### src/hdl/rat_pkg.sv
// Purpose: shared constants and carriers for the alarm and trim block
// Assumes: one 20 MHz clock, register port driven by the serial engine
// Notes: capacitance codes count 0.5 pF per pin, 0.25 pF for the load
package rat_pkg;
	// register byte addresses
	localparam logic [4:0] ADDR_STATUS    = 5'h07;
	localparam logic [4:0] ADDR_INT       = 5'h08;
	localparam logic [4:0] ADDR_ATR       = 5'h0A;
	localparam logic [4:0] ADDR_DTR       = 5'h0B;
	localparam logic [4:0] ADDR_ALM_FIRST = 5'h0C;
	localparam logic [4:0] ADDR_ALM_LAST  = 5'h11;
	localparam logic [4:0] ADDR_USR_FIRST = 5'h12;
	localparam logic [4:0] ADDR_USR_LAST  = 5'h19;
	// field positions
	localparam int SR_STATUS_AUTOCLEAR_BIT  = 7;
	localparam int SR_ALM_BIT   = 2;
	localparam int INT_IM_BIT   = 7;
	localparam int INT_ALARM_ARM_BIT = 6;
	localparam int INT_FOBAT_BIT = 4;
	localparam int INT_FO_LSB   = 0;
	localparam int ATR_BM_LSB   = 6;
	localparam int ALM_EN_BIT   = 7;
	localparam int DTR_SIGN_BIT = 2;
	// reset value of every stored byte
	localparam logic [7:0] RST_BYTE = 8'h00;
	// capacitance in 0.5 pF units
	localparam logic [6:0] CAP_FIXED = 7'h12;
	localparam logic [6:0] CAP_MSB   = 7'h20;
	// digital trim arithmetic
	localparam logic [5:0]  PPM_STEP   = 6'h14;
	localparam logic [19:0] PPM_FULL   = 20'hF_4240;
	localparam logic [15:0] OSC_COUNTS = 16'h8000;
	// alarm pulse timing
	localparam int PULSE_MS  = 250;
	localparam int CLK_KHZ   = 20000;
	localparam int PULSE_CYC = PULSE_MS * CLK_KHZ;
	localparam int PULSE_W   = 23;

	// register port request from the serial engine
	typedef struct packed {
		logic [4:0] addr;   // byte address
		logic [7:0] wdata;  // write byte
		logic       wr;     // one-cycle write strobe
		logic       rd;     // one-cycle completed read
	} rat_req_t;

	// running time, same byte layout as the alarm bytes
	typedef struct packed {
		logic [7:0] wday;
		logic [7:0] month;
		logic [7:0] date;
		logic [7:0] hour;
		logic [7:0] min;
		logic [7:0] sec;
	} rat_time_t;

	// state of the trim prescaler
	typedef struct packed {
		logic        osc_meta;
		logic        osc_sync;
		logic        osc_prev;
		logic [15:0] cnt;
		logic [19:0] acc;
		logic        tick;
	} rat_trim_t;

	// state of the top block
	typedef struct packed {
		logic [7:0][7:0]     user;
		logic [5:0][7:0]     alarm;
		logic                status_autoclear;
		logic                alarm_flag;
		logic [7:0]          intc;
		logic [7:0]          load_cap_code;
		logic [2:0]          dtr;
		logic                bat_meta;
		logic                bat_sync;
		logic [PULSE_W-1:0]  pulse_cnt;
		logic                pulse_on;
		logic [7:0]          rdata;
		logic                irq_oe;
		logic [6:0]          cap;
	} rat_state_t;
endpackage

### src/hdl/rat_cap.sv
// Purpose: load capacitance code for the crystal pins
// Assumes: inputs already registered
// Notes: purely combinational, the top registers the result
`timescale 1ns/10ps
module rat_cap (
	input  wire logic [5:0] code_in,     // load_cap_code
	input  wire logic [1:0] bat_off_in,  // battery_cap_offset
	input  wire logic       on_batt_in,  // running from backup supply
	output logic      [6:0] cap_out      // per pin, 0.5 pF units
);
	logic [6:0] base;  // value before battery offset

	// weights 16,8,4,2,1,0.5 pF with inverted top bit, plus fixed 9 pF
	always_comb
	begin
		base = rat_pkg::CAP_FIXED + {1'b0, ~code_in[5], code_in[4:0]};
		cap_out = base;
		if (on_batt_in)
		begin
			unique case (bat_off_in)
				2'h1: cap_out = base - 7'h01;
				2'h2: cap_out = base + 7'h01;
				2'h3: cap_out = base + 7'h02;
				default: cap_out = base;
			endcase
		end
	end
endmodule

### src/hdl/rat_trim.sv
// Purpose: trimmed one-second prescaler from the crystal clock
// Assumes: osc_clk_in is the 32768 Hz oscillator, asynchronous here
// Notes: a fractional accumulator spreads the ppm evenly
`timescale 1ns/10ps
module rat_trim (
	input  wire logic       ref_clk_in,  // system clock
	input  wire logic       rst_in,      // synchronous reset
	input  wire logic       osc_clk_in,  // crystal clock level
	input  wire logic [2:0] dtr_in,      // digital trim code
	output logic            sec_tick_out // one-cycle second pulse
);
	rat_pkg::rat_trim_t s;     // registered state
	rat_pkg::rat_trim_t n;     // next state
	logic [5:0]         ppm;   // selected magnitude
	logic [19:0]        sum;   // accumulator plus magnitude
	logic [1:0]         step;  // counts credited this edge
	logic [15:0]        csum;  // counter plus step

	// each rising crystal edge adds ppm; a full million adds or drops one count
	always_comb
	begin
		n = s;
		n.osc_meta = osc_clk_in;
		n.osc_sync = s.osc_meta;
		n.osc_prev = s.osc_sync;
		n.tick = 1'b0;
		ppm = 6'(dtr_in[1:0]) * rat_pkg::PPM_STEP;
		sum = s.acc + 20'(ppm);
		step = 2'h1;
		csum = s.cnt;
		if (s.osc_sync && !s.osc_prev)
		begin
			n.acc = sum;
			if (sum >= rat_pkg::PPM_FULL)
			begin
				n.acc = sum - rat_pkg::PPM_FULL;
				// positive trim shortens the second, negative lengthens it
				step = dtr_in[rat_pkg::DTR_SIGN_BIT] ? 2'h0 : 2'h2;
			end
			csum = s.cnt + 16'(step);
			n.cnt = csum;
			if (csum >= rat_pkg::OSC_COUNTS)
			begin
				n.cnt = csum - rat_pkg::OSC_COUNTS;
				n.tick = 1'b1;
			end
		end
	end

	// state register
	always_ff @(posedge ref_clk_in)
	begin
		if (rst_in)
			s <= '0;
		else
			s <= n;
	end

	assign sec_tick_out = s.tick;
endmodule

### src/hdl/rat_top.sv
// Purpose: alarm, trim settings and user bytes of a real-time clock
// Assumes: serial engine delivers one-cycle register strobes
// Notes: time counters live outside and report each advance
// How it works
// pin capacitance from weighted code plus 9 pF
// load is half, 4.5 to 20.25 pF
// both crystal pins get identical capacitance
// backup supply adds two-bit capacitance offset
// digital trim top bit is the sign
// low trim bits weigh 40 and 20 ppm
// trim changes average counts per second
// trim adds or skips prescaler counts
// alarm bytes match time bytes, bit7 enables
// all enabled fields must equal the time
// compare when the time advances
// single mode holds pin low until cleared
// repeat mode pulses pin low per match
// repeat mode sets flag every match
// write zero clears flag; autoclear on read
// alarm bytes at 0Ch through 11h
// order seconds, minutes, hours, date, month, weekday
// eight user bytes at 12h through 19h
// repeat pulse is active low, 250 ms
// frequency output overrides and disables alarm
`timescale 1ns/10ps
module rat_top #(
	parameter int PULSE_CYCLES = rat_pkg::PULSE_CYC  // repeat pulse length
) (
	input  wire logic              ref_clk_in,          // 20 MHz clock
	input  wire logic              rst_in,              // synchronous reset
	input  wire rat_pkg::rat_req_t reg_req_in,          // register request
	output logic [7:0]             reg_rdata_out,       // read byte
	input  wire rat_pkg::rat_time_t time_now_in,        // running time
	input  wire logic              time_tick_in,        // time just advanced
	input  wire logic              battery_mode_in,     // backup supply active
	input  wire logic              osc_clk_in,          // crystal clock
	input  wire logic              fout_level_in,       // frequency wave
	output logic                   second_tick_out,     // trimmed second
	output logic                   alarm_flag_out,      // alarm status
	output logic                   irq_pin_out,         // shared pin level
	output logic                   irq_oe_out,          // pin pulled low
	output logic [6:0]             first_pin_cap_out,   // 0.5 pF units
	output logic [6:0]             second_pin_cap_out,  // 0.5 pF units
	output logic [6:0]             load_cap_out         // 0.25 pF units
);
	// pulse counter must hold the chosen length
	if (PULSE_CYCLES < 1 || PULSE_CYCLES >= 2 ** rat_pkg::PULSE_W)
	begin : bad_pulse
		$error("PULSE_CYCLES out of range");
	end

	localparam logic [rat_pkg::PULSE_W-1:0] PULSE_LAST =
		rat_pkg::PULSE_W'(PULSE_CYCLES - 1);

	rat_pkg::rat_state_t s;           // registered state
	rat_pkg::rat_state_t n;           // next state
	logic               match;        // enabled fields equal the time
	logic [6:0]         cap_calc;     // capacitance before register
	logic [3:0]         fo_sel;       // freq_out_select
	logic               alarm_live;   // alarm armed and pin free
	logic               hit;          // alarm trigger this cycle
	logic               clr;          // flag clear this cycle
	logic               pin_off;      // pin disabled on battery
	logic               repeat_mode;  // alarm_repeat_select

	// field compare against the running time
	rat_alarm_cmp u_cmp (
		.alarm_in (s.alarm),
		.time_in  (time_now_in),
		.match_out(match)
	);

	// capacitance code for the crystal pins
	rat_cap u_cap (
		.code_in   (s.load_cap_code[5:0]),
		.bat_off_in(s.load_cap_code[7:rat_pkg::ATR_BM_LSB]),
		.on_batt_in(s.bat_sync),
		.cap_out   (cap_calc)
	);

	// trimmed second prescaler
	rat_trim u_trim (
		.ref_clk_in  (ref_clk_in),
		.rst_in      (rst_in),
		.osc_clk_in  (osc_clk_in),
		.dtr_in      (s.dtr),
		.sec_tick_out(second_tick_out)
	);

	// read multiplexer, unmapped bytes read zero
	function automatic logic [7:0] read_byte(
		input rat_pkg::rat_state_t st,
		input logic [4:0]          a
	);
		logic [7:0] v;
		v = rat_pkg::RST_BYTE;
		if (a == rat_pkg::ADDR_STATUS)
		begin
			v[rat_pkg::SR_STATUS_AUTOCLEAR_BIT] = st.status_autoclear;
			v[rat_pkg::SR_ALM_BIT] = st.alarm_flag;
		end
		else if (a == rat_pkg::ADDR_INT)
			v = st.intc;
		else if (a == rat_pkg::ADDR_ATR)
			v = st.load_cap_code;
		else if (a == rat_pkg::ADDR_DTR)
			v = {5'h00, st.dtr};
		else if (a >= rat_pkg::ADDR_ALM_FIRST && a <= rat_pkg::ADDR_ALM_LAST)
			v = st.alarm[3'(a - rat_pkg::ADDR_ALM_FIRST)];
		else if (a >= rat_pkg::ADDR_USR_FIRST && a <= rat_pkg::ADDR_USR_LAST)
			v = st.user[3'(a - rat_pkg::ADDR_USR_FIRST)];
		return v;
	endfunction

	// mode decode from the control byte
	always_comb
	begin
		fo_sel = s.intc[rat_pkg::INT_FO_LSB +: 4];
		repeat_mode = s.intc[rat_pkg::INT_IM_BIT];
		alarm_live = s.intc[rat_pkg::INT_ALARM_ARM_BIT] && (fo_sel == 4'h0);
		hit = time_tick_in && match && alarm_live;
		pin_off = s.bat_sync && s.intc[rat_pkg::INT_FOBAT_BIT];
	end

	// flag clear by writing zero or by reading with autoclear
	always_comb
	begin
		clr = 1'b0;
		if (reg_req_in.addr == rat_pkg::ADDR_STATUS)
		begin
			if (reg_req_in.wr && !reg_req_in.wdata[rat_pkg::SR_ALM_BIT])
				clr = 1'b1;
			if (reg_req_in.rd && s.status_autoclear)
				clr = 1'b1;
		end
	end

	// next state: register writes, alarm flag, pulse timer, pin
	always_comb
	begin
		n = s;
		n.bat_meta = battery_mode_in;
		n.bat_sync = s.bat_meta;
		// register writes
		if (reg_req_in.wr)
		begin
			if (reg_req_in.addr == rat_pkg::ADDR_STATUS)
				n.status_autoclear = reg_req_in.wdata[rat_pkg::SR_STATUS_AUTOCLEAR_BIT];
			else if (reg_req_in.addr == rat_pkg::ADDR_INT)
				n.intc = reg_req_in.wdata;
			else if (reg_req_in.addr == rat_pkg::ADDR_ATR)
				n.load_cap_code = reg_req_in.wdata;
			else if (reg_req_in.addr == rat_pkg::ADDR_DTR)
				n.dtr = reg_req_in.wdata[2:0];
			else if (reg_req_in.addr >= rat_pkg::ADDR_ALM_FIRST &&
				reg_req_in.addr <= rat_pkg::ADDR_ALM_LAST)
				n.alarm[3'(reg_req_in.addr - rat_pkg::ADDR_ALM_FIRST)] =
					reg_req_in.wdata;
			else if (reg_req_in.addr >= rat_pkg::ADDR_USR_FIRST &&
				reg_req_in.addr <= rat_pkg::ADDR_USR_LAST)
				n.user[3'(reg_req_in.addr - rat_pkg::ADDR_USR_FIRST)] =
					reg_req_in.wdata;
		end
		// read data captured on the read strobe
		if (reg_req_in.rd)
			n.rdata = read_byte(s, reg_req_in.addr);
		// a trigger wins over a clear in the same cycle
		n.alarm_flag = hit || (s.alarm_flag && !clr);
		// repeat pulse timer, stopped when the alarm is disarmed
		if (!alarm_live || !repeat_mode)
		begin
			n.pulse_on = 1'b0;
			n.pulse_cnt = '0;
		end
		else if (hit)
		begin
			n.pulse_on = 1'b1;
			n.pulse_cnt = PULSE_LAST;
		end
		else if (s.pulse_cnt != '0)
			n.pulse_cnt = s.pulse_cnt - 1'b1;
		else
			n.pulse_on = 1'b0;
		// shared pin pulled low
		if (pin_off)
			n.irq_oe = 1'b0;
		else if (fo_sel != 4'h0)
			n.irq_oe = !fout_level_in;
		else if (alarm_live && repeat_mode)
			n.irq_oe = n.pulse_on;
		else if (alarm_live)
			n.irq_oe = n.alarm_flag;
		else
			n.irq_oe = 1'b0;
		n.cap = cap_calc;
	end

	// state register
	always_ff @(posedge ref_clk_in)
	begin
		if (rst_in)
			s <= '0;
		else
			s <= n;
	end

	// outputs from the state register, except the pin level tied low
	assign reg_rdata_out = s.rdata;
	assign alarm_flag_out = s.alarm_flag;
	assign irq_pin_out = 1'b0;
	assign irq_oe_out = s.irq_oe;
	assign first_pin_cap_out = s.cap;
	assign second_pin_cap_out = s.cap;
	assign load_cap_out = s.cap;
endmodule

// Purpose: compare alarm bytes with the running time
// Assumes: time bytes share the alarm encoding
// Notes: no field enabled means no match
module rat_alarm_cmp (
	input  wire logic [5:0][7:0]    alarm_in,  // seconds first
	input  wire rat_pkg::rat_time_t time_in,   // running time
	output logic                    match_out  // all enabled fields equal
);
	logic [5:0][7:0] t;   // time as byte array
	logic [5:0]      ok;  // per field pass
	logic [5:0]      en;  // per field enable

	assign t = time_in;

	// per field: disabled passes, enabled compares seven bits
	for (genvar i = 0; i < 6; i++)
	begin : g_fld
		assign en[i] = alarm_in[i][rat_pkg::ALM_EN_BIT];
		assign ok[i] = !en[i] || (alarm_in[i][6:0] == t[i][6:0]);
	end

	assign match_out = (&ok) && (|en);
endmodule

### config.mk
export PLATFORM = sky130hd
export DESIGN_NAME = rat_top
export DESIGN_NICKNAME = d
export VERILOG_FILES = /design/src/hdl/rat_pkg.sv /design/src/hdl/rat_cap.sv /design/src/hdl/rat_trim.sv /design/src/hdl/rat_top.sv
export SDC_FILE = /design/constraint.sdc
export NUM_CORES = 1
export LEC_CHECK = 0
export ABC_CLOCK_PERIOD_IN_PS = 6600
export BUFFER_PORTS_ARGS = -buffer_cell sky130_fd_sc_hd__buf_2
export CAP_MARGIN = 20
export CORE_ASPECT_RATIO = 1.1
export CORE_MARGIN = 4
export CORE_UTILIZATION = 50
export CTS_CLUSTER_DIAMETER = 50
export DETAILED_ROUTE_END_ITERATION = 8
export GPL_TIMING_DRIVEN = 0
export PLACE_DENSITY = 0.69
export SLEW_MARGIN = 25
export SYNTH_ARGS = -nofsm -noshare
export SYNTH_HDL_FRONTEND = slang
export SYNTH_SLANG_ARGS = --single-unit
### constraint.sdc
create_clock -name ref_clk_in -period 6.6 [get_ports ref_clk_in]
set_clock_uncertainty 0.15 [all_clocks]
set_input_delay 0.66 -clock ref_clk_in [delete_from_list [all_inputs] [get_ports ref_clk_in]]
set_output_delay 0.66 -clock ref_clk_in [all_outputs]
set_load 0.01 [all_outputs]
## Word level (Yosys, flattened, before mapping)

Index checks and enable logic that the tools add are counted.
Widths: inputs -> output; s select.

- Bits of input ports: 69
- Bits in registers: 215
- Logic and storage cells: 162
- Output and inout bits: 33

- Magnitude comparators: 10
- Mux-type cells: 37
- Bitwise operators: 7
- Multiply operators: 1
- Reduce and logical (&&, ||, !) cells: 50
- Add/sub/neg operators: 11
- Equal/unequal tests: 13

Operators by type and width:

| kind | number |
|---|---|
| $mux 8 | 9 |
| $bwmux 64 | 1 |
| $bmux 8 s3 | 2 |
| $bwmux 48 | 1 |
| $demux 8 s3 | 2 |
| $eq 7x7->1 | 6 |
| $mux 24 | 1 |
| $mux 23 | 1 |
| $reduce_bool 23->1 | 1 |
| $sub 23x1->23 const B | 1 |
| $pmux 7 s3 | 1 |
| $add 20x6->20 | 1 |
| $ge 20x20->1 const B | 1 |
| $mux 20 | 1 |
| $sub 20x20->20 const B | 1 |
| $add 16x2->16 | 1 |
| $ge 16x16->1 const B | 1 |
| $mux 16 | 1 |
| $sub 16x16->16 const B | 1 |
| $eq 5x4->1 const B | 3 |
| $logic_and 1x1->1 | 14 |
| $logic_not 1->1 | 12 |
| $reduce_and 6->1 | 2 |
| $mux 1 | 11 |
| other kinds (31) | 53 |

## Logic depth before layout (Yosys ltp)

- Word-level depth: 11
- Gate-level depth with buffers: 24
- Depth with buffers taken out: 24

## Modules after synthesis

A second synthesis with hierarchy kept.

- Cells, all modules: 1,378
- Area total of the unflattened synthesis: 12,311.8 µm²

By module, submodules not included:

| module | sequential area each (µm²) | area each (µm²) | instances | cells an instance |
|---|---|---|---|---|
| rat_top | 3,503.4 | 8,450.6 | 1 | 884 |
| rat_trim | 760.7 | 2,790.2 | 1 | 351 |
| rat_cap | 0.0 | 578.1 | 1 | 83 |
| rat_alarm_cmp | 0.0 | 493.0 | 1 | 60 |

## Least setup slack after synthesis

OpenSTA, ideal clock, no wires.

- Path type: register to register
- From: register s[42] (netlist bit)
- To: register u_trim.s[35] (netlist bit)
- Library setup time: 128 ps
- Setup slack: 1,983 ps
- Arrival: 4,340 ps
- Stages on the path, launching flop included: 24
- Required time: 6,322 ps
- Cell sequence: dfxtp_1 ha_1 inv_1 fa_1 nand2b_1 a21oi_1 nor2_1 or2_2 inv_1 ha_1 nand2_1 nor3_1 o21ai_0 a22o_1 and4_4 buf_6 or3_1 fa_1 nor2_1 nand2_1 nor3_1 nand3_1 xor2_1 nor2_1

- Cells in the longest elaborated chain, start to end: 8
- Elaborated cells between the ends (all ways): 9
- Classes of those cells: 3 x add/sub; 1 x mul; 2 x order compare; 3 x mux

RTL lines:

| element | RTL line | text |
|---|---|---|
| from (decl) | rat_top.sv:55 | `rat_pkg::rat_state_t s;` |
| from (signal assigned) | rat_top.sv:204 | `s <= n;` |
| $mul 2x3->4 * | rat_trim.sv:27 | `ppm = 6'(dtr_in[1:0]) * rat_pkg::PPM_STEP;` |
| $add 20x6->20 * | rat_trim.sv:28 | `sum = s.acc + 20'(ppm);` |
| $ge 20x20->1 * | rat_trim.sv:34 | `if (sum >= rat_pkg::PPM_FULL)` |
| $mux 2 * | rat_trim.sv:34 |  |
| $mux 2 * | rat_trim.sv:31 | `if (s.osc_sync && !s.osc_prev)` |
| $add 16x2->16 * | rat_trim.sv:40 | `csum = s.cnt + 16'(step);` |
| $sub 16x16->16 or $ge 16x16->1 (tied branches) | rat_trim.sv:44, rat_trim.sv:42 |  |
| $mux 16 * | rat_trim.sv:42 | `if (csum >= rat_pkg::OSC_COUNTS)` |
| to (signal assigned) | rat_trim.sv:56 | `s <= n;` |
| to (decl) | rat_trim.sv:12 | `rat_pkg::rat_trim_t s;` |

Every way passes the cells marked *; elsewhere a longest branch is shown, timed or not. The select of a mux whose other input is x is not followed.
A chain may end at the register's enable or synchronous reset.

## Worst setup path after layout

Ends and elaborated chain as after synthesis.

==> results.py <==
metrics = {
    "outcome": {
        "status": "complete, no violations",
    },
    "power": {
        "power_frac_clock_pct": 47.1,
        "seqPwrFrac_pct": 45.0,
        "peakVddDrop_v": 0.000197,
        "power_switching_w": 0.000737,
        "p_per_area_nw_per_um2": 223,
        "internal_power_w": 0.00217,
        "leakagePower_nw": 4.85,
        "combPwrFrac_pct": 8.0,
        "swShare_pct": 25.3,
    },
    "drt": {
        "postRouteWirelength_mm": 33.6,
        "routedWlPerCell_um": 19.3,
        "drtPass1Iterations": 5,
        "vias": 10200,
        "drt_iter0_markers": 680,
        "drc": 0,
        "ant_nets": 0,
        "viasPerCell": 5.83,
    },
    "setup_path": {
        "worstPathRequired_ps": 6850,
        "reg2reg_depth": 21,
        "cp_data_arrival_time_ps": 5610,
        "timing.rr.start": "s[42]",
        "setup.worst_path.start_class": "register",
        "reg2reg_slack_ps": 1240,
        "critPathCaptureType": "register",
        "crit_type": "register to register",
        "critPathMaxFanout": 8,
        "r2r_end": "u_trim.s[35]",
    },
    "floorplan": {
        "rows": 57,
        "ioPinCount": 102,
        "core_area_um2": 22300,
        "die_w_um": 152,
        "die_h_um": 167,
        "start_util_pct": 51.4,
        "die_area_um2": 25400,
    },
    "clock_network": {
        "cts_resized": 0,
        "cts_max_level": 1,
        "cts_tree": "yes",
        "cts.root.buffer_cell": "clkbuf_16",
        "cts.path.max_buffers": 3,
        "cts.hold.buffers_added": 0,
        "cts_setup_buffers": 0,
        "clock_sinks": 213,
        "cts.clk_slew.worst_paths_ps": 60,
        "cts_buffers": 27,
        "clkLatencyLatePin_ps": 540,
    },
    "place": {
        "gp_congestion": 0.988,
        "pre_cts_ws_ps": 1370,
        "numPortBuffers": 83,
        "dp_hpwl_mm": 24.6,
    },
    "cells_and_area": {
        "antenna_cells": 0,
        "areaGrowthSynthToFinish_pct": 14.1,
        "num-nets-final": 1522,
        "layout-drive-gt1-share_pct": 15.3,
    },
    "grt": {
        "overflow": 0,
        "grt_max_degree": 14,
        "grt_usage_pct": 25.6,
        "grt_pass1_wl_mm": 53.3,
        "grt_pass1_vias": 10000,
        "antenna_found_initial": 1,
    },
    "logic_synthesis": {
        "synth_area_um2": 11500,
        "synthXorXnorAreaFrac_pct": 6.57,
        "synth_fa_ha_area_share_pct": 3.14,
        "synth_mux_area_share_pct": 14.8,
        "synth_warnings": 0,
        "ys_types": 74,
        "avgSynthCellArea_um2": 8.73,
        "synth-edff-count": 0,
        "seq_area_frac_synth_pct": 37.2,
        "ys.flop_type": "dfxtp_1",
        "syn_inst": 1314,
        "ys_seq_elements": 213,
        "synthArstFlopShare_pct": 0,
        "synth_compound_area_share_pct": 13.3,
        "synth_top_family_by_area": "simple AND/OR/NAND/NOR gates",
        "synth-simple-area-share_pct": 18.9,
        "synth_nets": 1410,
    },
    "sta": {
        "period_minus_slack_ps": 5360,
        "hold_ws_ps": 213,
        "setup_ws_ps": 1240,
        "maxSlewViolCount": 0,
        "tns_ps": 0,
        "worst_pin_slew_ps": 1030,
        "clock.fmax_ghz": 0.187,
        "rsz0062_at_grt": "false",
        "hold_viol_final": 0,
        "finalCritPeriodShare_pct": 81.2,
        "slew_headroom_pct": 31.0,
        "finalSetupViolations": 0,
    },
    "worst_hold_path": {
        "hold_depth": 2,
        "hold_start": "osc_clk_in",
        "hp-class": "input port to register",
        "min_to": "u_trim.n[38]",
    },
    "flow_run": {
        "maxCapViolCount": 0,
    },
}
-- cell type report --
| cell class | instances | area (um2) |
|---|---|---|
| Inverter | 26 | 97.6 |
| Tap cell | 295 | 369 |
| Timing Repair Buffer | 83 | 415 |
| Sequential cell | 213 | 4260 |
| Clock buffer | 38 | 747 |
| Multi-Input combinational cell | 955 | 6520 |
| Fill cell | 2040 | 9240 |
| Clock inverter | 11 | 78.8 |
| Buffer | 120 | 594 |
-- critical path, stage by stage (launching register included) --
cell and delay, ps:
dfxtp_1 390, ha_1 210, inv_1 60, fa_1 390, nand2b_1 290, a21oi_1 620
or2_2 240, ha_1 210, nand2_1 70, mux2i_1 180, a22o_1 220, nand4_1 270
nand2_1 340, ha_1 230, inv_1 50, fa_1 350, nor2_1 210, nand2_1 110
nor3_1 290, nand3_1 140, xor2_1 150, nor2_1 50
-- power by group through the flow --
stage | clock [W] | sequential [W] | combinational, W
after floorplan | 0 | 0.00133 | 0.000145
after global placement | 0 | 0.00134 | 0.000225
after detailed placement | 0 | 0.00134 | 0.000228
after CTS | 0.00139 | 0.00131 | 0.000229
after global routing | 0.00144 | 0.00131 | 0.000250
final | 0.00137 | 0.00131 | 0.000232
-- metrics by stage --
stage          cells  area [um2]  power (W)  utilization (%)
3_3_place_gp    1692       12300    0.00156             54.9
6_report        1741       13100    0.00291             58.6
3_5_place_dp    1692       12300    0.00157             54.9
2_1_floorplan   1314       11500    0.00148                -
4_1_cts         1741       13100    0.00293             58.6
5_1_grt         1741       13100    0.00300             58.6
-- routing by layer --
layer	wire (um)	GRT usage, %
met5	13	0
met4	1600	11.6
met1	14000	32.8
met2	15900	43.0
met3	2090	3.69
-- Yosys cell counts, types with 3 or more instances --
| master | n | share of area, % |
|---|---|---|
| a31oi_1 | 9 | 0.49 |
| nor2_1 | 171 | 5.6 |
| and2_1 | 12 | 0.65 |
| or2_2 | 4 | 0.22 |
| o211ai_1 | 5 | 0.33 |
| a22o_1 | 3 | 0.23 |
| nand3_1 | 67 | 2.9 |
| fa_1 | 3 | 0.52 |
| nor4_1 | 12 | 0.65 |
| o21a_1 | 3 | 0.20 |
| nand4_1 | 16 | 0.87 |
| mux2i_1 | 107 | 9.3 |
| or4_4 | 4 | 0.39 |
| o41ai_1 | 8 | 0.61 |
| o31ai_1 | 3 | 0.20 |
| dfxtp_1 | 213 | 37 |
| mux4_2 | 22 | 4.3 |
| or3_1 | 7 | 0.38 |
| o21ai_1 | 5 | 0.22 |
| inv_1 | 26 | 0.85 |
| xor2_1 | 41 | 3.1 |
| nor2b_1 | 11 | 0.60 |
| a21oi_1 | 98 | 4.3 |
| buf_1 | 7 | 0.23 |
| mux2_2 | 10 | 0.98 |
| a211oi_1 | 13 | 0.85 |
| and3_1 | 11 | 0.60 |
| a21o_1 | 12 | 0.79 |
| o2111ai_1 | 5 | 0.38 |
| a22oi_1 | 9 | 0.59 |
| ha_1 | 24 | 2.6 |
| o22a_1 | 4 | 0.31 |
| buf_4 | 31 | 2.0 |
| nand2b_1 | 9 | 0.49 |
| clkbuf_1 | 70 | 2.3 |
| o21ai_0 | 28 | 1.2 |
| buf_2 | 10 | 0.44 |
| nand2_1 | 99 | 3.2 |
| a222oi_1 | 3 | 0.26 |
| xnor2_1 | 45 | 3.4 |
| o22ai_1 | 7 | 0.38 |
| a221oi_1 | 4 | 0.31 |
| nor3_1 | 24 | 1.0 |
-- registers in the layout, summed over array words and instances, names as in the netlist --
| name | flops |
|---|---|
| s | 152 |
| u_trim.s | 35 |
| reg_rdata_out | 8 |
| first_pin_cap_out | 7 |
| fo_sel | 4 |
| u_trim.n | 2 |
| alarm_flag_out | 1 |
| irq_oe_out | 1 |
| n | 1 |
| repeat_mode | 1 |
| u_trim.sec_tick_out | 1 |
-- cell families (layout without fill, tap and decap cells) --
| group | count (synthesis) | in the layout |
|---|---|---|
| AO/OA/AOI/OAI | 237 | 237 |
| other | 1 | 1 |
| adder cells (fa/ha/maj) | 27 | 27 |
| multiplexers | 141 | 141 |
| flip-flops | 213 | 213 |
| buffers and inverters | 146 | 278 |
| XOR/XNOR | 86 | 86 |
| AND/OR/NAND/NOR | 463 | 463 |
-- worst max-delay path by stage --
stage                   endpoint  cells past startpoint  slack [ps]   from
floorplan           u_trim.s[35]                     23        1980  s[42]
global placement    u_trim.s[35]                     23        1370  s[42]
detailed placement  u_trim.s[35]                     21        1370  s[42]
CTS                 u_trim.s[35]                     23        1360  s[42]
global route        u_trim.s[35]                     23         870  s[42]
finish              u_trim.s[35]                     21        1240  s[42]
-- cell usage in the layout, fill, tap and decap left out, types with 23 or more instances in the layout --
cell	Yosys	layout
dfxtp_1	213	213
o21ai_0	28	28
nor2_1	171	171
nand3_1	67	67
buf_4	31	31
xor2_1	41	41
clkbuf_1	70	78
inv_1	26	26
ha_1	24	24
xnor2_1	45	45
nand2_1	99	99
clkbuf_16	0	27
nor3_1	24	23
buf_2	10	93
mux2i_1	107	107
a21oi_1	98	98
No activity file was read; power rests on OpenSTA's default activity.
